===== src/design/bmsq_pkg.sv =====
// bmsq_pkg: constants, field layouts and state encodings of the ballast
// mode sequencer.
// assumes a single 100 MHz system clock; no other design file holds a tuning constant.
package bmsq_pkg;

  // ==========================================================================
  // clock and timing
  localparam int CLK_PERIOD_NS = 10;
  localparam int DEADTIME_NS = 1600;
  // least time, so round up to whole cycles
  localparam int DEAD_CYC_INT = (DEADTIME_NS + CLK_PERIOD_NS - 1) / CLK_PERIOD_NS;
  localparam logic [11:0] DEAD_CYC = DEAD_CYC_INT[11:0];
  localparam int RAMP_TICK_NS = 1000;
  localparam int RAMP_DIV_INT = RAMP_TICK_NS / CLK_PERIOD_NS;
  localparam logic [7:0] RAMP_DIV = RAMP_DIV_INT[7:0];

  // ==========================================================================
  // oscillator shaping (half period in clock cycles)
  localparam logic [11:0] HALF_BASE_RESET = 12'h1f4;
  localparam logic [11:0] SOFT_OFFSET = 12'h12c;
  localparam logic [11:0] REG_STEP = 12'h004;
  localparam logic [11:0] MIN_HALF = 12'h032;

  // ==========================================================================
  // fault counter
  localparam logic [6:0] FAULT_EVENT_LIMIT = 7'h41;

  // ==========================================================================
  // comparator flag positions in the synchroniser vector
  localparam int NUM_FLAGS = 10;
  localparam int F_SUPPLY_START = 0;
  localparam int F_SUPPLY_STOP = 1;
  localparam int F_FLOAT_START = 2;
  localparam int F_SD_RELEASE = 3;
  localparam int F_SD_TRIP = 4;
  localparam int F_OVERCURRENT = 5;
  localparam int F_TIMER_UPPER = 6;
  localparam int F_TIMER_LOWER = 7;
  localparam int F_WEAROUT = 8;
  localparam int F_BUS_LOW = 9;

  // ==========================================================================
  // register map, byte addresses on the wishbone bus
  localparam logic [7:0] ADR_CTRL = 8'h00;
  localparam logic [7:0] ADR_STATUS = 8'h04;
  localparam int CTRL_ENABLE_BIT = 0;
  localparam int CTRL_HALF_LSB = 8;
  localparam int STAT_MODE_LSB = 0;
  localparam int STAT_COUNT_LSB = 8;
  localparam int STAT_HS_BIT = 16;
  localparam int STAT_BUSUV_BIT = 17;

  // ==========================================================================
  // encodings, gray along the usual path
  typedef enum logic [2:0] {
    BMSQ_LOCKOUT = 3'h0,
    BMSQ_PREHEAT = 3'h1,
    BMSQ_IGN_DISCH = 3'h3,
    BMSQ_IGNITION = 3'h2,
    BMSQ_RUN = 3'h6,
    BMSQ_FAULT = 3'h7
  } bmsq_mode_t;

  typedef enum logic [1:0] {
    BMSQ_DEAD_LO = 2'h0,
    BMSQ_LO_ON = 2'h1,
    BMSQ_DEAD_HO = 2'h3,
    BMSQ_HO_ON = 2'h2
  } bmsq_phase_t;

endpackage


===== src/design/bmsq_gate_if.sv =====
// bmsq_gate_if: link between the sequencer and its half-bridge gate timer.
// assumes both ends run on the same system clock.
`timescale 1ns/1ps
`default_nettype none
interface bmsq_gate_if;
  logic osc_run;
  logic hs_enable;
  logic [11:0] half_period;
  logic lo_on;
  logic ho_on;
  logic lo_cycle_end;

  modport seq (output osc_run, output hs_enable, output half_period,
               input lo_on, input ho_on, input lo_cycle_end);
  modport drv (input osc_run, input hs_enable, input half_period,
               output lo_on, output ho_on, output lo_cycle_end);
endinterface
`default_nettype wire


===== src/design/bmsq_gate_drv.sv =====
// bmsq_gate_drv: alternating half-bridge gate timer with fixed deadtime.
// assumes the sequencer holds half_period stable enough to be sampled per phase.
`timescale 1ns/1ps
`default_nettype none
module bmsq_gate_drv (
  input wire logic sys_clk_in,
  input wire logic rst_n_in,
  bmsq_gate_if.drv gif
);

  // ==========================================================================
  // phase sequencer
  bmsq_pkg::bmsq_phase_t phase_r, phase_nxt;
  logic [11:0] cnt_r, cnt_nxt;
  logic lo_r, lo_nxt;
  logic ho_r, ho_nxt;
  logic end_r, end_nxt;

  // equal on-times and equal dead gaps give the 50% duty
  always_comb begin
    phase_nxt = phase_r;
    cnt_nxt = cnt_r + 12'h001;
    end_nxt = 1'b0;
    if (!gif.osc_run) begin
      phase_nxt = bmsq_pkg::BMSQ_DEAD_LO;
      cnt_nxt = 12'h000;
    end else begin
      unique case (phase_r)
        bmsq_pkg::BMSQ_DEAD_LO: begin
          if (cnt_r >= bmsq_pkg::DEAD_CYC - 12'h001) begin
            phase_nxt = bmsq_pkg::BMSQ_LO_ON;
            cnt_nxt = 12'h000;
          end
        end
        bmsq_pkg::BMSQ_LO_ON: begin
          if (cnt_r >= gif.half_period - 12'h001) begin
            phase_nxt = bmsq_pkg::BMSQ_DEAD_HO;
            cnt_nxt = 12'h000;
            end_nxt = 1'b1;
          end
        end
        bmsq_pkg::BMSQ_DEAD_HO: begin
          if (cnt_r >= bmsq_pkg::DEAD_CYC - 12'h001) begin
            phase_nxt = bmsq_pkg::BMSQ_HO_ON;
            cnt_nxt = 12'h000;
          end
        end
        bmsq_pkg::BMSQ_HO_ON: begin
          if (cnt_r >= gif.half_period - 12'h001) begin
            phase_nxt = bmsq_pkg::BMSQ_DEAD_LO;
            cnt_nxt = 12'h000;
          end
        end
      endcase
    end
    // gates follow the next phase so they never overlap
    lo_nxt = gif.osc_run && (phase_nxt == bmsq_pkg::BMSQ_LO_ON);
    // high side waits for its floating supply
    ho_nxt = gif.osc_run && gif.hs_enable && (phase_nxt == bmsq_pkg::BMSQ_HO_ON);
  end

  always_ff @(posedge sys_clk_in or negedge rst_n_in) begin
    if (!rst_n_in) begin
      phase_r <= bmsq_pkg::BMSQ_DEAD_LO;
      cnt_r <= 12'h000;
      lo_r <= 1'b0;
      ho_r <= 1'b0;
      end_r <= 1'b0;
    end else begin
      phase_r <= phase_nxt;
      cnt_r <= cnt_nxt;
      lo_r <= lo_nxt;
      ho_r <= ho_nxt;
      end_r <= end_nxt;
    end
  end

  assign gif.lo_on = lo_r;
  assign gif.ho_on = ho_r;
  assign gif.lo_cycle_end = end_r;

endmodule
`default_nettype wire


===== src/design/bmsq_sequencer.sv =====
// bmsq_sequencer: lockout, preheat, ignition, run and fault sequencing of a
// lamp ballast, with over-current counter and ignition regulation.
// assumes comparator flags arrive asynchronously and software sits on wishbone.
//
// Function
// - in lockout both gates low, oscillator stopped, timer node grounded.
// - leave lockout only with supply above start and shutdown below release.
// - high-side gate stays off until the floating supply flag is set.
// - gates alternate at 50% duty, never together, 1.6 us dead gap.
// - bootstrap switch is on only while the low-side gate is on.
// - preheat releases timer, starts at soft-start frequency, ramps down.
// - preheat keeps the frequency node grounded through the resistor switch.
// - preheat lasts until timer exceeds upper level, then ignition.
// - preheat enables over-current detection and the 65-event counter.
// - power-factor stage in high gain during preheat and ignition.
// - first upper crossing discharges timer to lower level; second ends ignition.
// - entering ignition opens the frequency node switch to ramp down.
// - ignition over-current raises the frequency at once, every cycle.
// - counter off in ignition, on again at second crossing with run.
// - run disables regulation; 65 consecutive faults latch all gates low.
// - ignition ignores the shutdown and wear-out fault inputs.
// - in run each over-current cycle increments the counter.
// - wear-out window and bus undervoltage checks only in run.
// - each clean cycle decrements the counter toward zero.
// - over-current counts only while the low-side gate is on.
// - fault latches gates low and grounds timer and frequency nodes.
// - fault exits only to lockout on supply stop or shutdown trip; the code also exits when the enable bit is cleared.
//
// Added by the designer: the address map and the Wishbone register port.
`timescale 1ns/1ps
`default_nettype none
module bmsq_sequencer (
  input wire logic sys_clk_in,
  input wire logic rst_n_in,
  // comparator flags, asynchronous
  input wire logic supply_start_threshold_in,
  input wire logic supply_stop_threshold_in,
  input wire logic floating_supply_start_threshold_in,
  input wire logic shutdown_release_threshold_in,
  input wire logic shutdown_trip_threshold_in,
  input wire logic overcurrent_threshold_in,
  input wire logic timer_upper_threshold_in,
  input wire logic timer_lower_threshold_in,
  input wire logic lamp_wearout_window_in,
  input wire logic bus_undervoltage_in,
  // power stage and analog switch controls
  output logic high_side_gate_out,
  output logic low_side_gate_out,
  output logic bootstrap_switch_out,
  output logic preheat_timer_discharge_out,
  output logic preheat_resistor_switch_out,
  output logic frequency_control_discharge_out,
  output logic frequency_raise_out,
  output logic [11:0] half_period_out,
  output logic pfc_high_gain_out,
  output logic pfc_gate_enable_out,
  output logic supply_discharge_out,
  output logic wearout_check_enable_out,
  output logic bus_uv_enable_out,
  // wishbone classic slave
  input wire logic wb_cyc_in,
  input wire logic wb_stb_in,
  input wire logic wb_we_in,
  input wire logic [7:0] wb_adr_in,
  input wire logic [3:0] wb_sel_in,
  input wire logic [31:0] wb_dat_in,
  output logic [31:0] wb_dat_out,
  output logic wb_ack_out
);

  // ==========================================================================
  // flag synchronisers
  logic [bmsq_pkg::NUM_FLAGS-1:0] flag_raw;
  logic [bmsq_pkg::NUM_FLAGS-1:0] meta_r;
  logic [bmsq_pkg::NUM_FLAGS-1:0] flag_r;

  assign flag_raw = {bus_undervoltage_in, lamp_wearout_window_in,
                     timer_lower_threshold_in, timer_upper_threshold_in,
                     overcurrent_threshold_in, shutdown_trip_threshold_in,
                     shutdown_release_threshold_in, floating_supply_start_threshold_in,
                     supply_stop_threshold_in, supply_start_threshold_in};

  // first stage feeds only the second
  genvar gi;
  generate
    for (gi = 0; gi < bmsq_pkg::NUM_FLAGS; gi = gi + 1) begin : g_sync
      always_ff @(posedge sys_clk_in or negedge rst_n_in) begin
        if (!rst_n_in) begin
          meta_r[gi] <= 1'b0;
          flag_r[gi] <= 1'b0;
        end else begin
          meta_r[gi] <= flag_raw[gi];
          flag_r[gi] <= meta_r[gi];
        end
      end
    end
  endgenerate

  logic sup_start, sup_stop, float_ok, sd_hi, sd_trip, oc, t_up, t_low, wear, bus_low;
  assign sup_start = flag_r[bmsq_pkg::F_SUPPLY_START];
  assign sup_stop = flag_r[bmsq_pkg::F_SUPPLY_STOP];
  assign float_ok = flag_r[bmsq_pkg::F_FLOAT_START];
  assign sd_hi = flag_r[bmsq_pkg::F_SD_RELEASE];
  assign sd_trip = flag_r[bmsq_pkg::F_SD_TRIP];
  assign oc = flag_r[bmsq_pkg::F_OVERCURRENT];
  assign t_up = flag_r[bmsq_pkg::F_TIMER_UPPER];
  assign t_low = flag_r[bmsq_pkg::F_TIMER_LOWER];
  assign wear = flag_r[bmsq_pkg::F_WEAROUT];
  assign bus_low = flag_r[bmsq_pkg::F_BUS_LOW];

  // ==========================================================================
  // wishbone registers
  logic enable_r, enable_nxt;
  logic [11:0] half_base_r, half_base_nxt;
  logic ack_r, ack_nxt;
  logic [31:0] rdat_r, rdat_nxt;
  logic [31:0] status_w;
  logic wb_req;
  bmsq_pkg::bmsq_mode_t mode_r, mode_nxt;
  logic [6:0] count_r, count_nxt;
  logic busuv_r, busuv_nxt;

  assign wb_req = wb_cyc_in && wb_stb_in && !ack_r;

  // status shows the sequencer's own state
  always_comb begin
    status_w = 32'h0000_0000;
    status_w[bmsq_pkg::STAT_MODE_LSB +: 3] = mode_r;
    status_w[bmsq_pkg::STAT_COUNT_LSB +: 7] = count_r;
    status_w[bmsq_pkg::STAT_HS_BIT] = float_ok;
    status_w[bmsq_pkg::STAT_BUSUV_BIT] = busuv_r;
  end

  // single-wait answer; unmapped reads give zero, unmapped writes vanish
  always_comb begin
    enable_nxt = enable_r;
    half_base_nxt = half_base_r;
    ack_nxt = wb_req;
    rdat_nxt = rdat_r;
    if (wb_req && wb_we_in && wb_adr_in == bmsq_pkg::ADR_CTRL) begin
      if (wb_sel_in[0]) begin
        enable_nxt = wb_dat_in[bmsq_pkg::CTRL_ENABLE_BIT];
      end
      if (wb_sel_in[1]) begin
        half_base_nxt[7:0] = wb_dat_in[bmsq_pkg::CTRL_HALF_LSB +: 8];
      end
      if (wb_sel_in[2]) begin
        half_base_nxt[11:8] = wb_dat_in[bmsq_pkg::CTRL_HALF_LSB + 8 +: 4];
      end
    end
    if (wb_req && !wb_we_in) begin
      if (wb_adr_in == bmsq_pkg::ADR_CTRL) begin
        rdat_nxt = 32'h0000_0000;
        rdat_nxt[bmsq_pkg::CTRL_ENABLE_BIT] = enable_r;
        rdat_nxt[bmsq_pkg::CTRL_HALF_LSB +: 12] = half_base_r;
      end else if (wb_adr_in == bmsq_pkg::ADR_STATUS) begin
        rdat_nxt = status_w;
      end else begin
        rdat_nxt = 32'h0000_0000;
      end
    end
  end

  always_ff @(posedge sys_clk_in or negedge rst_n_in) begin
    if (!rst_n_in) begin
      enable_r <= 1'b1;
      half_base_r <= bmsq_pkg::HALF_BASE_RESET;
      ack_r <= 1'b0;
      rdat_r <= 32'h0000_0000;
    end else begin
      enable_r <= enable_nxt;
      half_base_r <= half_base_nxt;
      ack_r <= ack_nxt;
      rdat_r <= rdat_nxt;
    end
  end

  assign wb_ack_out = ack_r;
  assign wb_dat_out = rdat_r;

  // ==========================================================================
  // gate timer
  bmsq_gate_if gif ();

  bmsq_gate_drv u_gate (
    .sys_clk_in(sys_clk_in),
    .rst_n_in(rst_n_in),
    .gif(gif)
  );

  // ==========================================================================
  // ramp divider: one-cycle tick for the soft-start and frequency decay
  logic [7:0] div_r, div_nxt;
  logic tick;

  assign tick = (div_r == bmsq_pkg::RAMP_DIV - 8'h01);

  always_comb begin
    div_nxt = tick ? 8'h00 : div_r + 8'h01;
  end

  always_ff @(posedge sys_clk_in or negedge rst_n_in) begin
    if (!rst_n_in) begin
      div_r <= 8'h00;
    end else begin
      div_r <= div_nxt;
    end
  end

  // ==========================================================================
  // mode sequencer, fault counter and ignition regulation
  logic oc_seen_r, oc_seen_nxt;
  logic [11:0] offset_r, offset_nxt;
  logic raise_r, raise_nxt;
  logic oc_hit, counting, regulating, any_seen, limit_hit;

  // only over-current while the low side conducts matters
  assign oc_hit = oc && gif.lo_on;
  assign any_seen = oc_seen_r || oc_hit;
  // counter live in preheat and run only
  assign counting = (mode_r == bmsq_pkg::BMSQ_PREHEAT) || (mode_r == bmsq_pkg::BMSQ_RUN);
  // regulation lives only in ignition
  assign regulating = (mode_r == bmsq_pkg::BMSQ_IGN_DISCH) ||
                      (mode_r == bmsq_pkg::BMSQ_IGNITION);
  assign limit_hit = counting && gif.lo_cycle_end && any_seen &&
                     (count_r == bmsq_pkg::FAULT_EVENT_LIMIT - 7'h01);

  always_comb begin
    mode_nxt = mode_r;
    busuv_nxt = busuv_r;
    unique case (mode_r)
      bmsq_pkg::BMSQ_LOCKOUT: begin
        if (enable_r && sup_start && !sup_stop && !sd_hi) begin
          mode_nxt = bmsq_pkg::BMSQ_PREHEAT;
          busuv_nxt = 1'b0;
        end
      end
      bmsq_pkg::BMSQ_PREHEAT: begin
        if (limit_hit) begin
          mode_nxt = bmsq_pkg::BMSQ_FAULT;
        end else if (t_up) begin
          mode_nxt = bmsq_pkg::BMSQ_IGN_DISCH;
        end
      end
      bmsq_pkg::BMSQ_IGN_DISCH: begin
        if (t_low) begin
          mode_nxt = bmsq_pkg::BMSQ_IGNITION;
        end
      end
      bmsq_pkg::BMSQ_IGNITION: begin
        // shutdown and wear-out are not looked at here
        if (t_up) begin
          mode_nxt = bmsq_pkg::BMSQ_RUN;
        end
      end
      bmsq_pkg::BMSQ_RUN: begin
        if (limit_hit || wear || bus_low) begin
          mode_nxt = bmsq_pkg::BMSQ_FAULT;
          busuv_nxt = bus_low;
        end
      end
      bmsq_pkg::BMSQ_FAULT: begin
        mode_nxt = bmsq_pkg::BMSQ_FAULT; // latched
      end
      default: begin
        mode_nxt = bmsq_pkg::BMSQ_LOCKOUT;
      end
    endcase
    // leaving for lockout, from fault only this way
    if (sup_stop || !enable_r) begin
      mode_nxt = bmsq_pkg::BMSQ_LOCKOUT;
    end else if (sd_trip && mode_r != bmsq_pkg::BMSQ_IGN_DISCH &&
                 mode_r != bmsq_pkg::BMSQ_IGNITION) begin
      mode_nxt = bmsq_pkg::BMSQ_LOCKOUT;
    end
  end

  // up/down fault counter, one step per low-side cycle
  always_comb begin
    count_nxt = count_r;
    oc_seen_nxt = gif.lo_cycle_end ? 1'b0 : any_seen;
    if (!counting) begin
      count_nxt = 7'h00; // held clear in ignition and elsewhere
    end else if (gif.lo_cycle_end) begin
      if (any_seen) begin
        if (count_r != bmsq_pkg::FAULT_EVENT_LIMIT) begin
          count_nxt = count_r + 7'h01;
        end
      end else if (count_r != 7'h00) begin
        count_nxt = count_r - 7'h01;
      end
    end
  end

  // soft-start offset decays with the tick; regulation pushes it back up
  always_comb begin
    offset_nxt = offset_r;
    raise_nxt = 1'b0;
    if (mode_r == bmsq_pkg::BMSQ_LOCKOUT || mode_r == bmsq_pkg::BMSQ_FAULT) begin
      offset_nxt = bmsq_pkg::SOFT_OFFSET; // next start is soft
    end else if (regulating && oc_hit && !oc_seen_r) begin
      raise_nxt = 1'b1; // once per cycle, at the first sign
      if (offset_r <= 12'hfff - bmsq_pkg::REG_STEP) begin
        offset_nxt = offset_r + bmsq_pkg::REG_STEP;
      end
    end else if (tick && offset_r != 12'h000) begin
      offset_nxt = offset_r - 12'h001;
    end
  end

  always_ff @(posedge sys_clk_in or negedge rst_n_in) begin
    if (!rst_n_in) begin
      mode_r <= bmsq_pkg::BMSQ_LOCKOUT;
      busuv_r <= 1'b0;
      count_r <= 7'h00;
      oc_seen_r <= 1'b0;
      offset_r <= bmsq_pkg::SOFT_OFFSET;
      raise_r <= 1'b0;
    end else begin
      mode_r <= mode_nxt;
      busuv_r <= busuv_nxt;
      count_r <= count_nxt;
      oc_seen_r <= oc_seen_nxt;
      offset_r <= offset_nxt;
      raise_r <= raise_nxt;
    end
  end

  // ==========================================================================
  // mode-decoded outputs
  logic active;
  logic [11:0] half_w;

  // higher frequency means shorter half period, floored for safety
  assign half_w = ({1'b0, half_base_r} > 13'(offset_r) + 13'(bmsq_pkg::MIN_HALF)) ?
                  half_base_r - offset_r : bmsq_pkg::MIN_HALF;
  // oscillator stopped in lockout and fault
  assign active = (mode_r != bmsq_pkg::BMSQ_LOCKOUT) && (mode_r != bmsq_pkg::BMSQ_FAULT);

  assign gif.osc_run = active;
  assign gif.hs_enable = float_ok;
  assign gif.half_period = half_w;

  assign high_side_gate_out = gif.ho_on;
  assign low_side_gate_out = gif.lo_on;
  assign bootstrap_switch_out = gif.lo_on;
  assign half_period_out = half_w;
  assign frequency_raise_out = raise_r;
  // timer grounded in lockout, quick discharge, and fault
  assign preheat_timer_discharge_out = (mode_r == bmsq_pkg::BMSQ_LOCKOUT) ||
                                       (mode_r == bmsq_pkg::BMSQ_IGN_DISCH) ||
                                       (mode_r == bmsq_pkg::BMSQ_FAULT);
  // closed only in preheat
  assign preheat_resistor_switch_out = (mode_r == bmsq_pkg::BMSQ_PREHEAT);
  assign frequency_control_discharge_out = (mode_r == bmsq_pkg::BMSQ_FAULT);
  assign pfc_high_gain_out = (mode_r == bmsq_pkg::BMSQ_PREHEAT) || regulating;
  assign pfc_gate_enable_out = active;
  assign supply_discharge_out = (mode_r == bmsq_pkg::BMSQ_FAULT) && busuv_r;
  assign wearout_check_enable_out = (mode_r == bmsq_pkg::BMSQ_RUN);
  assign bus_uv_enable_out = (mode_r == bmsq_pkg::BMSQ_RUN);

endmodule
`default_nettype wire


===== config.mk =====
export PLATFORM = sky130hd
export DESIGN_NAME = bmsq_sequencer
export DESIGN_NICKNAME = d
export VERILOG_FILES = /design/src/design/bmsq_pkg.sv /design/src/design/bmsq_gate_if.sv /design/src/design/bmsq_gate_drv.sv /design/src/design/bmsq_sequencer.sv
export SDC_FILE = /design/constraint.sdc
export NUM_CORES = 1
export LEC_CHECK = 0
export ABC_AREA = 1
export BUFFER_PORTS_ARGS = -buffer_cell sky130_fd_sc_hd__buf_2
export CORE_ASPECT_RATIO = 0.6
export CORE_MARGIN = 10
export CORE_UTILIZATION = 45
export CTS_CLUSTER_DIAMETER = 30
export DETAILED_ROUTE_END_ITERATION = 12
export PLACE_DENSITY_LB_ADDON = 0.15
export REMOVE_ABC_BUFFERS = 1
export SLEW_MARGIN = 0
export SYNTH_ARGS = -nofsm -noshare
export SYNTH_HDL_FRONTEND = slang
export SYNTH_SLANG_ARGS = --single-unit

===== constraint.sdc =====
create_clock -name sys_clk_in -period 5 [get_ports sys_clk_in]
set_input_delay 0.25 -clock sys_clk_in [delete_from_list [all_inputs] [get_ports sys_clk_in]]
set_output_delay 0.25 -clock sys_clk_in [all_outputs]
set_load 0.01 [all_outputs]

# Yosys cells after proc, flatten, opt, wreduce, memory -nomap -nowiden
# Cells that the tools add are included.
[word_totals]
output_inout_bits = 57
reg_bits = 116
inputBits = 59
wordCells = 174
[classes]
n_reduce_logical = 55
n_eq_ne = 28
magnitude_cmp = 4
muxes = 41
add_sub_neg = 9
[ops]
columns = ["operator", "n"]
rows = [
  ["two-way mux 12 bit", 8],
  ["two-way mux 7 bit", 5],
  ["two-way mux 3 bit", 8],
  ["case mux 12 bit (2 select lines)", 1],
  ["subtractor 12 x 1 -> 12 bit (second input constant)", 2],
  ["logical AND 1 bit", 22],
  ["two-way mux 20 bit", 1],
  ["two-way mux 18 bit", 1],
  ["case mux 3 bit (6 select lines)", 1],
  ["adder 12 x 6 -> 13 bit (second input constant)", 1],
  ["> comparator 12 x 13 -> 1 bit", 1],
  ["adder 12 x 1 -> 12 bit (second input constant)", 1],
  ["adder 12 x 3 -> 12 bit (second input constant)", 1],
  [">= comparator 12 bit", 1],
  [">= comparator 12 x 8 -> 1 bit (second input constant)", 1],
  ["less-or-equal comparator 12 bit (second input constant)", 1],
  ["inequality test 3 x 2 -> 1 bit (second input constant)", 4],
  ["nonzero test 12 bit", 1],
  ["subtractor 12 bit", 1],
  ["logical OR 1 bit", 10],
  ["two-way mux 2 bit", 5],
  ["adder 8 x 1 -> 8 bit (second input constant)", 1],
  ["equality test 8 x 3 -> 1 bit (second input constant)", 1],
  ["equality test 8 x 7 -> 1 bit (second input constant)", 1],
  ["32 further kinds", 57],
]

# Depth between registers and ports, before layout
# Gate-level depths: netlist (run 1).
[logic_depth]
ltp_word = 11
mapped_depth = 36
mapped_depth_nobuf = 36

# Modules after synthesis
# Synthesis (run 1) repeated with hierarchy kept, for this count alone.
[hier_totals]
cells_unflattened = 927
area_unflattened_um2 = 7009.2
[modules_own_cells]
columns = ["module", "n_inst", "seq_area_each_um2", "area_per_inst_um2", "cells_each"]
rows = [
  ["bmsq_sequencer", 1, 2065.7, 5636.7, 751],
  ["bmsq_gate_drv", 1, 425.4, 1372.6, 176],
]

# Worst setup path after synthesis (run 1)
# No wires, ideal clock.
[synth_path]
path_type = "register to register"
from = "register offset_r[3]"
to = "register u_gate.cnt_r[9]"
setup_ns = 0.088
setup_slack_ns = 0.600
path_stages_with_launch = 33
period_less_slack_ns = 4.400
t_required_ns = 4.912
n_path_buf = 1
t_arrival_ns = 4.312
path_cell_list = "dfstp_2 -> ha_1 -> nand2_1 -> nand2_4 -> nand3_1 -> xor2_1 -> ha_1 -> nand2_1 -> nor2_2 -> nand3_2 -> nor2_4 -> o21ai_0 -> nand2_2 -> nand2_4 -> inv_1 -> nand2_1 -> inv_1 -> ha_1 -> nand2_1 -> nor2_4 -> nand2_1 -> xor2_1 -> ha_1 -> nand2_1 -> inv_1 -> o21ai_0 -> nand2_1 -> a21oi_1 -> nand3_1 -> nand2_1 -> nand2_1 -> buf_2 -> nor3b_1"
[synth_via]
elab_chain_len = 8
elab_cells_between_ends = 9
classes_between = "add/sub (3); order compare (2); mux (4)"
[synth_lines]
columns = ["element", "line", "text"]
rows = [
  ["start: declaration", "bmsq_sequencer.sv:213", "logic [11:0] offset_r, offset_nxt;"],
  ["start signal: assignment", "bmsq_sequencer.sv:317", "offset_r <= bmsq_pkg::SOFT_OFFSET;"],
  ["start signal: assignment", "bmsq_sequencer.sv:324", "offset_r <= offset_nxt;"],
  ["adder 12 x 6 -> 13 bit", "bmsq_sequencer.sv:335", "assign half_w = ({1'b0, half_base_r} > 13'(offset_r) + 13'(bmsq_pkg::MIN_HALF)) ?"],
  ["> comparator 12 x 13 -> 1 bit", "bmsq_sequencer.sv:335", ""],
  ["two-way mux 12 bit", "bmsq_sequencer.sv:335", ""],
  ["named net half_period_out[1]", "bmsq_sequencer.sv:54", "output logic [11:0] half_period_out,"],
  ["subtractor 12 x 1 -> 12 bit", "bmsq_gate_drv.sv:36, bmsq_gate_drv.sv:49", ""],
  [">= comparator 12 bit", "bmsq_gate_drv.sv:36, bmsq_gate_drv.sv:49", ""],
  ["two-way mux 12 bit", "bmsq_gate_drv.sv:36, bmsq_gate_drv.sv:49", ""],
  ["case mux 12 bit (2 select lines)", "bmsq_gate_drv.sv:28", "unique case (phase_r)"],
  ["two-way mux 12 bit", "bmsq_gate_drv.sv:24", "if (!gif.osc_run) begin"],
  ["named net u_gate.cnt_nxt[9]", "bmsq_gate_drv.sv:14", "logic [11:0] cnt_r, cnt_nxt;"],
  ["end signal: assignment", "bmsq_gate_drv.sv:71", "cnt_r <= cnt_nxt;"],
  ["end: declaration", "bmsq_gate_drv.sv:14", ""],
]
# The timed path passes the listed nets, and every way through them passes these cells.
# A chain may end at the register's enable or synchronous reset.

# Worst setup path in the final report (run 1)
[layout_path]
from = "register offset_r[2]"
to = "register u_gate.cnt_r[8]"
[layout_via]
elab_chain_len = 8
elab_cells_between_ends = 9
classes_between = "add/sub (3); order compare (2); mux (4)"
[layout_lines]
columns = ["element", "line"]
rows = [
  ["adder 12 x 6 -> 13 bit", "bmsq_sequencer.sv:335"],
  ["> comparator 12 x 13 -> 1 bit", "bmsq_sequencer.sv:335"],
  ["two-way mux 12 bit (*)", "bmsq_sequencer.sv:335"],
  ["subtractor 12 x 1 -> 12 bit (*)", "bmsq_gate_drv.sv:36, bmsq_gate_drv.sv:49"],
  [">= comparator 12 bit (*)", "bmsq_gate_drv.sv:36, bmsq_gate_drv.sv:49"],
  ["two-way mux 12 bit (*)", "bmsq_gate_drv.sv:36, bmsq_gate_drv.sv:49"],
  ["case mux 12 bit (2 select lines) (*)", "bmsq_gate_drv.sv:28"],
  ["two-way mux 12 bit (*)", "bmsq_gate_drv.sv:24"],
  ["named net u_gate.cnt_nxt[8]", "bmsq_gate_drv.sv:14"],
]
# The timed path passes the listed nets; every way through them passes the cells marked *.

==> results of run 1 <==
[cell type report]
| type | count | area [um^2] | area share, % |
|---|---|---|---|
| multi-input combinational | 632 | 3780 | 47.7 |
| sequential | 99 | 2490 | 31.4 |
| timing repair buffer | 110 | 661 | 8.33 |
| inverter | 114 | 435 | 5.49 |
| tap | 198 | 248 | 3.12 |
| clock buffer | 9 | 225 | 2.84 |
| clock inverter | 7 | 88.8 | 1.12 |
[power groups by stage]
stage	Combinational [mW]	Sequential, mW	Clock, mW
after floorplan	0.200	0.860	0
after global placement	0.330	0.862	0
after detailed placement	0.330	0.863	0
after CTS	0.340	0.847	0.745
after global routing	0.395	0.849	0.777
final	0.349	0.846	0.721
[worst reg2reg max path, delay by kind of cell, from the launching register on]
kind	cells	cell delay (ns)
buffers and inverters	4	0.34
AND/OR/NAND/NOR	19	1.90
XOR/XNOR	2	0.33
flip-flops	1	0.58
adder cells (fa/ha/maj)	4	0.96
AO/OA/AOI/OAI	3	0.34
[cell families after synthesis]
logic type	count (synthesis)	synth area share (%)
other	1	0.0547
adders and majority gates	57	10.6
AOI/OAI and AO/OA	86	7.75
DFF	99	36.3
buffers and inverters	146	9.76
and+or+nand+nor	424	28.9
muxes	12	1.97
xor gates and xnor gates	36	4.60
[worst min-delay path by stage]
stage | start | end | slack [ns] | depth (start not counted)
after detailed placement | rst_n_in | meta_r[8] | 0.23 | 1
after global routing | wb_dat_in[17] | half_base_r[9] | 0.13 | 2
final | wb_stb_in | wb_ack_out | 0.12 | 3
after floorplan | rst_n_in | bus_low | -0.05 | 0
after global placement | rst_n_in | meta_r[8] | 0.23 | 1
after CTS | wb_stb_in | wb_ack_out | 0.11 | 3
[cell usage after synthesis (all sizes together)]
library cell / number / area, um^2
o221ai: 3 / 26.3
clkinv: 1 / 3.75
nand2: 207 / 815
xor2: 25 / 219
nand3: 63 / 343
xnor2: 11 / 96.3
o21bai: 2 / 15.0
conb: 1 / 3.75
buf: 27 / 215
a21boi: 1 / 7.51
nor4b: 1 / 8.76
o31ai: 2 / 15.0
dfrtp: 88 / 2200
a31oi: 1 / 6.26
mux2: 12 / 135
clkbuf: 5 / 18.8
fa: 2 / 40.0
nor2: 95 / 452
nor3: 26 / 141
o21ai: 31 / 155
inv: 113 / 432
nor3b: 4 / 30.0
or2: 2 / 12.5
dfstp: 11 / 289
nand3b: 4 / 30.0
a21oi: 28 / 174
a22oi: 1 / 7.51
o22ai: 5 / 31.3
nor4: 4 / 40.0
o211ai: 8 / 60.1
ha: 55 / 688
a211oi: 1 / 7.51
a32oi: 1 / 8.76
nand4: 18 / 113
o2111ai: 2 / 17.5
[metrics by stage]
step / setup WS, ns / area [um^2] / cells
detailed placement: 0.347 / 7460 / 1139
finish: 0.439 / 7930 / 1169
floorplan: 0.496 / 6690 / 845
global route: 0.0107 / 7930 / 1169
global placement: 0.418 / 7460 / 1139
CTS: 0.284 / 7890 / 1166
[sequential cells by signal, indices dropped and copies added (netlist names), 2 cells and up]
signal and flops:
count_r 7, mode_r 3, meta_r 10, half_base_r 12
offset_r 12, u_gate.cnt_r 12, u_gate.phase_r 2, wb_dat_out 15
div_r 8
[layer usage]
| layer | GRT usage [%] | vias up | share of wire, % |
|---|---|---|---|
| met2 | 21.5 | 211 | 35 |
| met4 | 2.94 | 0 | 0.63 |
| met1 | 28.1 | 2615 | 54 |
| li1 | - | 2991 | - |
| met3 | 4.87 | 10 | 10 |
| met5 | 0 | - | 0 |
[repair_timing]
item                                   4_1_cts  5_1_grt
buffers inserted                             0        3
endpoints found under the hold margin       42        0
hold buffers                                11        0
setup endpoints to repair                    0       15
gates resized for setup                      0        8
==> tab_implementation.tex, run 1 <==
\begin{tabular}{lr}
\hline
Metric & Value \\
\hline
\multicolumn{2}{l}{\textbf{Worst setup path}} \\
\quad Crit path max fanout & 6 \\
\quad Crit Path Category & flip-flop to flip-flop \\
\quad Number of buffer and inverter stages on the critical path & 4 \\
\quad Worst Path Required & $\sim$5.3 ns \\
\quad Cell occurring most often along the worst timing path & nand2\_1 \\
\quad Launching point of the worst reg2reg path & offset\_r[2] \\
\quad Longest individual stage delay on the worst path & 0.58 ns \\
\quad Cell at the slowest stage of the critical path & dfstp\_2 \\
\quad Top delay family on crit path & simple AND/OR/NAND/NOR gates \\
\quad Category of the worst setup path capture point & flip-flop \\
\quad CP arrival & 4.83 ns \\
\quad Crit path capture & u\_gate.cnt\_r[8] \\
\quad Register-to-register path setup slack & between 0.4 and 0.5 ns \\
\quad Kind of start point of the critical path & flip-flop \\
\quad Path length in cells of the critical path & 32 \\
\quad Worst flop-to-flop path endpoint & u\_gate.cnt\_r[8] \\
\quad Setup crit start & offset\_r[2] \\
\quad Count of cells along the worst register-to-register path & 32 \\
\multicolumn{2}{l}{\textbf{Run status}} \\
\quad Result of the run & completed \\
\multicolumn{2}{l}{\textbf{Timing}} \\
\quad Hold Slack & around 0.12 ns \\
\quad RSZ-0062 raised after global routing & false \\
\quad Worst Skew & 0.0140 ns \\
\quad Number of failing hold endpoints at the final stage & 0 \\
\quad Crit share post-route & 91.2\% \\
\quad Number of max-slew violations in the final report & 0 \\
\quad Min cycle time layout & between 4 and 5 ns \\
\quad Final TNS setup & 0 ns \\
\quad Total setup violations reported at the end of the flow & 0 \\
\quad Pin slew with the least headroom to its limit & around 1 ns \\
\quad Slew headroom & a little under a third \\
\quad Maximum achievable frequency & between 0.2 and 0.25 GHz \\
\multicolumn{2}{l}{\textbf{Floorplanning}} \\
\quad CORE AREA & around 15000 um\^{}2 \\
\quad Initial cell density of the core & 46.6\% \\
\quad Top-Level Pins & between 100 and 150 \\
\quad Die Span Y & roughly 120 um \\
\quad Std-Cell Rows & 34 \\
\quad Die outline width & $\sim$180 um \\
\quad Die Outline Area & between 20000 and 25000 um\^{}2 \\
\multicolumn{2}{l}{\textbf{CTS}} \\
\quad Deepest level of the CTS H-tree & 3 \\
\quad Sinks on the clock net & 99 \\
\quad Clock slew at reported path FFs & about 0.080 ns \\
\quad Number of CTS-inserted buffers & 9 \\
\quad Clk buf depth & 2 \\
\quad Root cell of the clock tree & clkbuf\_16 \\
\quad Clock latency of the later-clocked register in the worst-skew pair & about 0.36 ns \\
\quad Clock tree from TritonCTS & yes \\
\multicolumn{2}{l}{\textbf{Layout}} \\
\quad Filler cell count & 1393 \\
\quad Core occupancy in the finished layout & 53.9\% \\
\quad Ant. Diodes & 0 \\
\quad Area grow syn2layout & 15.6\% \\
\quad Fraction of layout cells with a size suffix above 1 & between 10\% and 20\% \\
\quad Most frequent cells in the layout & nand2\_1, inv\_1, dfrtp\_1 \\
\quad Commonest non-fill, non-tap cell in the layout & nand2\_1 \\
\quad Net count, final & 1082 \\
\multicolumn{2}{l}{\textbf{Drt}} \\
\quad Number of DRC markers in iteration 0 & 610 \\
\quad Number of vias in the routed layout & 5827 \\
\quad Final wirelength & approximately 18 mm \\
\quad Router iterations before antenna repair & 5 \\
\quad Residual DRC count & 0 \\
\quad Average detailed-routed wire length per instance & around 15 um \\
\quad Vias per std cell & 4.98 \\
\quad Post-DRT Antenna Nets & 0 \\
\multicolumn{2}{l}{\textbf{Power}} \\
\quad Sequential group share of total power & between 40\% and 50\% \\
\quad Cell-internal power & around 1.3 mW \\
\quad Switching power total & about 0.61 mW \\
\quad Switching part of the total & 31.8\% \\
\quad Max IR drop VDD & between 0.0001 and 0.00015 V \\
\quad Logic pwr share & about 18\% \\
\quad Standby leakage power & 4.09 nW \\
\quad Clk network pwr share & $\sim$38\% \\
\quad Power density over the cells & 242 nW/um\^{}2 \\
\quad Post-layout power & roughly 1.9 mW \\
\multicolumn{2}{l}{\textbf{Placed design}} \\
\quad Global placer's final weighted congestion & 0.919 \\
\quad Port Buf Inserts & 78 \\
\quad Detailed Place HPWL & 14.1 mm \\
\multicolumn{2}{l}{\textbf{Synth}} \\
\quad Sequential-to-total area share from yosys stat & a little over a third \\
\quad Yosys cell types & 50 \\
\quad Post-Synthesis Cell Area & around 7000 um\^{}2 \\
\quad Post-synthesis average cell area & roughly 8 um\^{}2 \\
\quad Synth Instances & 861 \\
\quad Register bit count reported by yosys & 99 \\
\quad Number of warnings reported in the yosys synthesis log & 0 \\
\multicolumn{2}{l}{\textbf{Global routing}} \\
\quad Global router's overall resource usage & 17.3\% \\
\quad Wire length of the first global-routing pass & roughly 29 mm \\
\quad Pin count of the biggest net entering global routing & 65 \\
\quad Remaining Overflow, GRT & 0 \\
\quad Via count of the first global-routing pass & $\sim$5300 \\
\quad Initial antenna violation count & 0 \\
\multicolumn{2}{l}{\textbf{Job}} \\
\quad Number of max-cap violations & 0 \\
\multicolumn{2}{l}{\textbf{Worst hold path}} \\
\quad Classification of the worst-slack hold path & primary input to flip-flop \\
\hline
\end{tabular}
No activity file was read; power rests on OpenSTA's default activity.
==> run 2, diff against run 1 <==
- clock period: 5 -> 4.1 ns (I/O delays scaled with it)
==> run 2 against run 1 <==
Effect of this change:
- the run now ends with setup timing left
- via count increased by 6.0%
- largest power group unchanged
- critical endpoint is now u_gate.gif.ho_on
- critical path type unchanged
- count of clock-buffer cells in the layout did not move
- die area stayed put
==> tab_implementation.tex, run 2 (synthesis results as in run 1) <==
\begin{tabular}{lr}
\hline
Metric & Value \\
\hline
\multicolumn{2}{l}{\textbf{Worst setup path}} \\
\quad Crit path max fanout & 4 \\
\quad Cell occurring most often along the worst timing path & nand3\_2 \\
\quad Kind of start point of the critical path & flip-flop \\
\quad Crit Path Category & flip-flop to flip-flop \\
\quad Worst Path Required & between 4 and 5 ns \\
\quad Count of cells along the worst register-to-register path & 32 \\
\quad Category of the worst setup path capture point & flip-flop \\
\quad CP arrival & 4.58 ns \\
\quad Cell at the slowest stage of the critical path & dfstp\_2 \\
\quad Longest individual stage delay on the worst path & 0.59 ns \\
\multicolumn{2}{l}{\textbf{Layout}} \\
\quad Area grow syn2layout & 28.6\% \\
\quad Net count, final & roughly 1100 \\
\quad Commonest non-fill, non-tap cell in the layout & nand2\_1 \\
\quad Filler cell count & between 1000 and 1500 \\
\quad Max reg flops & 15 \\
\quad Fraction of layout cells with a size suffix above 1 & slightly below 30\% \\
\quad Most frequent cells in the layout & nand2\_1, inv\_1, dfrtp\_1 \\
\quad Ant. Diodes & 0 \\
\multicolumn{2}{l}{\textbf{CTS}} \\
\quad Clock tree from TritonCTS & yes \\
\quad Deepest level of the CTS H-tree & 3 \\
\quad Clk buf depth & 2 \\
\quad Sinks on the clock net & 99 \\
\quad Number of CTS-inserted buffers & 9 \\
\quad Root cell of the clock tree & clkbuf\_16 \\
\quad Clock latency of the later-clocked register in the worst-skew pair & 0.36 ns \\
\quad Clock slew at reported path FFs & about 0.080 ns \\
\multicolumn{2}{l}{\textbf{Global routing}} \\
\quad Global router's overall resource usage & roughly a fifth \\
\quad Pin count of the biggest net entering global routing & 61 \\
\quad Remaining Overflow, GRT & 0 \\
\quad Via count of the first global-routing pass & $\sim$6000 \\
\quad Initial antenna violation count & 0 \\
\quad Wire length of the first global-routing pass & approximately 32 mm \\
\multicolumn{2}{l}{\textbf{Job}} \\
\quad Number of max-cap violations & 0 \\
\multicolumn{2}{l}{\textbf{Drt}} \\
\quad Number of DRC markers in iteration 0 & 523 \\
\quad Post-DRT Antenna Nets & 0 \\
\quad Number of vias in the routed layout & between 6000 and 7000 \\
\quad Final wirelength & approximately 20 mm \\
\quad Average detailed-routed wire length per instance & 16.0 um \\
\quad Residual DRC count & 0 \\
\quad Router iterations before antenna repair & 5 \\
\quad Vias per std cell & approximately 5 \\
\multicolumn{2}{l}{\textbf{Timing}} \\
\quad Crit share post-route & 105\% \\
\quad Pin slew with the least headroom to its limit & 0.965 ns \\
\quad RSZ-0062 raised after global routing & true \\
\quad Hold Slack & 0.0782 ns \\
\quad Slew headroom & around a third \\
\quad Number of max-slew violations in the final report & 0 \\
\quad Maximum achievable frequency & 0.233 GHz \\
\quad Number of failing hold endpoints at the final stage & 0 \\
\quad Fin worst setup slack & -0.197 ns \\
\quad Worst Skew & approximately 0.016 ns \\
\quad Min cycle time layout & roughly 4.3 ns \\
\quad Total setup violations reported at the end of the flow & 16 \\
\multicolumn{2}{l}{\textbf{Run status}} \\
\quad Violations in the final reports & setup timing \\
\quad Result of the run & finished with violations \\
\multicolumn{2}{l}{\textbf{Placed design}} \\
\quad Detailed Place HPWL & about 15 mm \\
\quad Port Buf Inserts & 78 \\
\quad Global placer's final weighted congestion & between 0.9 and 1 \\
\multicolumn{2}{l}{\textbf{Power}} \\
\quad Power density over the cells & 278 nW/um\^{}2 \\
\quad Max IR drop VDD & between 0.0002 and 0.00025 V \\
\quad Standby leakage power & approximately 4.5 nW \\
\quad Post-layout power & between 2 and 2.5 mW \\
\multicolumn{2}{l}{\textbf{Floorplanning}} \\
\quad Die Span Y & approximately 120 um \\
\quad Std-Cell Rows & 34 \\
\quad Initial cell density of the core & between 40\% and 50\% \\
\quad Die outline width & between 150 and 200 um \\
\quad Die Outline Area & between 20000 and 25000 um\^{}2 \\
\quad CORE AREA & approximately 15000 um\^{}2 \\
\quad Top-Level Pins & $\sim$120 \\
\multicolumn{2}{l}{\textbf{Worst hold path}} \\
\quad Hold Path Cell Cnt & 3 \\
\quad Classification of the worst-slack hold path & primary input to flip-flop \\
\hline
\end{tabular}
## run 2: changes by cell type in the layout (fill, tap and decap cells not counted), moves of 9 or more
cell | before | now
nand2_2 | 5 | 14
nor2_1 | 75 | 61
buf_4 | 22 | 68
nand2_1 | 198 | 182
nand3_2 | 3 | 12
buf_6 | 0 | 11
nand3_1 | 59 | 50
## run 2: power breakdown
part           internal [mW]  switching [mW]
Sequential              1.01          0.0269
Combinational          0.201           0.325
Clock                  0.446           0.446
## run 2: through the flow
stage	setup TNS (ns)	std cells	utilization, %	setup slack (ns)	instance area, um^2
floorplan	-4.88	845	-	-0.404	6690
global placement	-1.74	1188	53.3	-0.156	7840
detailed placement	-3.61	1188	53.3	-0.285	7840
CTS	-0.325	1227	58.8	-0.0578	8650
global route	-5.68	1230	59.9	-0.417	8820
finish	-1.90	1230	59.9	-0.197	8820
## run 2: final timing paths
kind	start	to	slack, ns
worst max-delay path	offset_r[2]	u_gate.gif.ho_on	-0.20
worst min-delay path	wb_stb_in	wb_ack_out	0.08
worst max register to register	offset_r[2]	u_gate.gif.ho_on	-0.20
worst min register to register	meta_r[0]	sup_start	0.35
max in group asynchronous	rst_n_in	half_base_r[6]	2.60
min in group asynchronous	rst_n_in	meta_r[0]	0.45
## run 2: cell type report
cell class / count / area [um^2] / area share, %
Clock buffer: 9 / 225 / 2.55
Clock inverter: 7 / 91.3 / 1.04
Inverter: 114 / 440 / 4.99
Multi-Input combinational cell: 632 / 4110 / 46.6
Sequential cell: 99 / 2490 / 28.2
Tap cell: 198 / 248 / 2.81
Timing Repair Buffer: 171 / 1210 / 13.7
## run 2: metal layers
metal,wire (um),global-route usage [%]
met5,0,0
met2,7160,25.8
met1,10500,31.6
met4,151,3.21
met3,1790,3.48
## run 2: repair_timing
item                                    in CTS  in global routing
gates cloned                                 1                  0
endpoints found under the setup margin      16                 16
buffers inserted                            11                  4
resized for setup                           66                 39
hold endpoints to repair                    65                  0
pin swaps                                   32                 45
hold buffers                                11                  0
## run 2: worst max-delay path: cells and delay by family, from the launching register on
family | cells | cell delay (ns)
AO/OA/AOI/OAI | 3 | 0.37
adder cells (fa/ha/maj) | 3 | 0.78
AND/OR/NAND/NOR | 19 | 1.57
XOR/XNOR | 1 | 0.18
flip-flops | 1 | 0.59
buffers and inverters | 6 | 0.70
==> run 3, diff against run 2 <==
- PLACE_DENSITY: not set -> 0.7
- PLACE_DENSITY_LB_ADDON: 0.15 -> not set
==> run 3 against run 2 <==
Effect of this change:
- the run ends with hold timing, setup timing left
- critical path depth is 1 lower
- utilization is 1.6 points lower
- wire length is 2.3% lower
- sequential power hardly changed
- worst hold slack worse by 0.084 ns
- final cell count is 0.73% lower
- clock skew is 0.0055 ns lower
- worst setup slack better by 0.075 ns
- maximum frequency is 1.8% higher
- sequential share of layout area is 0.79 points higher
- largest cell class unchanged
- largest power group unchanged
==> tab_implementation.tex, run 3 (synthesis results as in run 1) <==
\begin{tabular}{lr}
\hline
Metric & Value \\
\hline
\multicolumn{2}{l}{\textbf{Run status}} \\
\quad Result of the run & finished with violations \\
\quad Violations in the final reports & hold timing, setup timing \\
\multicolumn{2}{l}{\textbf{Timing}} \\
\quad RSZ-0062 raised after global routing & true \\
\quad Number of max-slew violations in the final report & 0 \\
\quad Maximum achievable frequency & 0.237 GHz \\
\quad Slew headroom & between 30\% and 40\% \\
\quad Number of failing hold endpoints at the final stage & 15 \\
\quad Crit share post-route & 103\% \\
\quad Hold Slack & -0.00627 ns \\
\quad Fin worst setup slack & -0.122 ns \\
\quad Worst Skew & approximately 0.011 ns \\
\quad Pin slew with the least headroom to its limit & approximately 0.93 ns \\
\quad Total setup violations reported at the end of the flow & 15 \\
\quad Min cycle time layout & 4.22 ns \\
\multicolumn{2}{l}{\textbf{Worst setup path}} \\
\quad Count of cells along the worst register-to-register path & 31 \\
\quad Launching point of the worst reg2reg path & offset\_r[2] \\
\quad Cell occurring most often along the worst timing path & nand2\_4 \\
\quad Top delay family on crit path & simple AND/OR/NAND/NOR gates \\
\quad Register-to-register path setup slack & -0.12 ns \\
\quad Setup crit start & offset\_r[2] \\
\quad Crit Path Category & flip-flop to flip-flop \\
\quad Path length in cells of the critical path & 31 \\
\quad Category of the worst setup path capture point & flip-flop \\
\quad Longest individual stage delay on the worst path & 0.59 ns \\
\quad Worst flop-to-flop path endpoint & u\_gate.cnt\_r[8] \\
\quad Number of buffer and inverter stages on the critical path & 5 \\
\quad Crit path max fanout & 6 \\
\quad CP arrival & around 4.5 ns \\
\quad Worst Path Required & approximately 4.4 ns \\
\quad Cell at the slowest stage of the critical path & dfstp\_2 \\
\quad Kind of start point of the critical path & flip-flop \\
\multicolumn{2}{l}{\textbf{Drt}} \\
\quad Met3 routed WL & between 2 and 2.5 mm \\
\quad Average detailed-routed wire length per instance & 15.7 um \\
\quad Length of routed met2 wiring & around 7.2 mm \\
\quad Post-DRT Antenna Nets & 0 \\
\quad Final wirelength & 19.2 mm \\
\quad Router iterations before antenna repair & 7 \\
\quad Uppermost layer routed & met4 \\
\quad Number of vias in the routed layout & approximately 6300 \\
\quad Vias per std cell & roughly 5 \\
\quad Residual DRC count & 0 \\
\quad Number of DRC markers in iteration 0 & slightly below 600 \\
\quad Metal1 wirelength & 9.75 mm \\
\multicolumn{2}{l}{\textbf{Layout}} \\
\quad Filler cell count & 1302 \\
\quad Max reg flops & 15 \\
\quad Sequential cell area & approximately 2500 um\^{}2 \\
\quad Net count, final & $\sim$1100 \\
\quad Fraction of layout cells with a size suffix above 1 & a little over a quarter \\
\quad Area of the multi-input gates & around 4000 um\^{}2 \\
\quad Most frequent cells in the layout & nand2\_1, inv\_1, dfrtp\_1 \\
\quad Ant. Diodes & 0 \\
\quad Core occupancy in the finished layout & between 50\% and 60\% \\
\quad Area grow syn2layout & 25.1\% \\
\quad Commonest non-fill, non-tap cell in the layout & nand2\_1 \\
\multicolumn{2}{l}{\textbf{Power}} \\
\quad Standby leakage power & 4.42 nW \\
\quad Sequential group share of total power & 43.0\% \\
\quad Cell-internal power & 1.67 mW \\
\quad Logic pwr share & a little over a fifth \\
\quad Clk network pwr share & 35.1\% \\
\quad Max IR drop VDD & roughly 0.00024 V \\
\quad Power density over the cells & $\sim$280 nW/um\^{}2 \\
\quad Switching power total & roughly 0.74 mW \\
\quad Switching part of the total & a little under a third \\
\multicolumn{2}{l}{\textbf{Placed design}} \\
\quad Setup Slack @ Placement & -0.369 ns \\
\quad Global placer's final weighted congestion & 0.986 \\
\quad Detailed Place HPWL & between 10 and 15 mm \\
\quad Port Buf Inserts & about 80 \\
\multicolumn{2}{l}{\textbf{Floorplanning}} \\
\quad CORE AREA & between 10000 and 15000 um\^{}2 \\
\quad Initial cell density of the core & between 40\% and 50\% \\
\quad Die Span Y & approximately 120 um \\
\quad Std-Cell Rows & 34 \\
\quad Die outline width & between 150 and 200 um \\
\quad Die Outline Area & between 20000 and 25000 um\^{}2 \\
\quad Top-Level Pins & about 120 \\
\multicolumn{2}{l}{\textbf{Job}} \\
\quad Number of max-cap violations & 0 \\
\multicolumn{2}{l}{\textbf{CTS}} \\
\quad Clock slew at reported path FFs & about 0.07 ns \\
\quad Clk buf depth & 2 \\
\quad Clock tree from TritonCTS & yes \\
\quad Sinks on the clock net & approximately 100 \\
\quad Deepest level of the CTS H-tree & 3 \\
\quad Clock latency of the later-clocked register in the worst-skew pair & $\sim$0.35 ns \\
\quad Number of CTS-inserted buffers & 9 \\
\quad Root cell of the clock tree & clkbuf\_16 \\
\multicolumn{2}{l}{\textbf{Global routing}} \\
\quad Via count of the first global-routing pass & a little under 6000 \\
\quad Pin count of the biggest net entering global routing & 72 \\
\quad Global router's overall resource usage & between 10\% and 20\% \\
\quad Initial antenna violation count & 0 \\
\quad Remaining Overflow, GRT & 0 \\
\quad Wire length of the first global-routing pass & between 30 and 40 mm \\
\multicolumn{2}{l}{\textbf{Worst hold path}} \\
\quad Classification of the worst-slack hold path & primary input to async pin \\
\hline
\end{tabular}
-- run 3: cell types whose count changed in the layout (fill, tap and decap cells not counted), moves of 3 or more --
cell,previous run,this run
nand2_1,182,187
buf_6,11,2
nand3_1,50,53
nor2_2,18,13
nand2_2,14,10
nor2_1,61,71
nor2_4,16,11
nand3_2,12,8
-- run 3: how the worst max path moves through the flow --
stage	endpoint	slack (ns)
3_5_place_dp	u_gate.cnt_r[8]	-0.37
6_report	u_gate.cnt_r[8]	-0.12
2_1_floorplan	u_gate.cnt_r[2]	-0.40
5_1_grt	u_gate.cnt_r[2]	-0.40
3_3_place_gp	u_gate.cnt_r[2]	-0.12
4_1_cts	u_gate.cnt_r[9]	-0.04
-- run 3: area by class of cell --
cell class                 count  area share, %
multi-input combinational    632           46.8
sequential                    99           29.0
timing repair buffer         162           12.7
inverter                     114           5.13
clock buffer                  12           2.99
tap                          198           2.89
clock inverter                 4          0.437
-- run 3: worst register-to-register path, delay by kind of cell (launching register included) --
family | cells | cell delay [ns]
flops | 1 | 0.59
simple gates | 18 | 1.62
buf+inv | 5 | 0.50
fa+ha+maj | 4 | 0.91
xor+xnor | 1 | 0.19
compound gates | 3 | 0.33
-- run 3: what timing repair did --
item / CTS / global route
setup buffers: 11 / 0
endpoints found under the setup margin: 16 / 16
gates cloned: 0 / 1
resized for setup: 39 / 27
hold buffers: 10 / 0
pin swaps: 10 / 23
endpoints found under the hold margin: 10 / 0
-- run 3: per-layer routing --
metal	GRT usage, %	up-vias
met3	4.58	13
li1	-	3085
met5	0	-
met1	29.4	2900
met2	23.7	252
met4	3.54	0
-- run 3: through the flow --
step / setup TNS [ns] / cell area (um^2) / cells / power [mW] / hold WS [ns]
CTS: -0.0975 / 8430 / 1221 / 2.39 / 0.0312
global placement: -0.758 / 7810 / 1184 / 1.50 / 0.313
detailed placement: -3.57 / 7810 / 1184 / 1.50 / 0.315
global route: -5.12 / 8580 / 1221 / 2.52 / 0.0546
finish: -1.01 / 8580 / 1221 / 2.41 / -0.00627
floorplan: -4.88 / 6690 / 845 / 1.29 / -0.0906
-- run 3: power by group through the flow --
stage / clock network (mW) / logic, mW / registers [mW]
finish: 0.846 / 0.527 / 1.04
CTS: 0.860 / 0.497 / 1.03
floorplan: 0 / 0.243 / 1.05
detailed placement: 0 / 0.455 / 1.05
global placement: 0 / 0.452 / 1.05
global route: 0.896 / 0.590 / 1.04
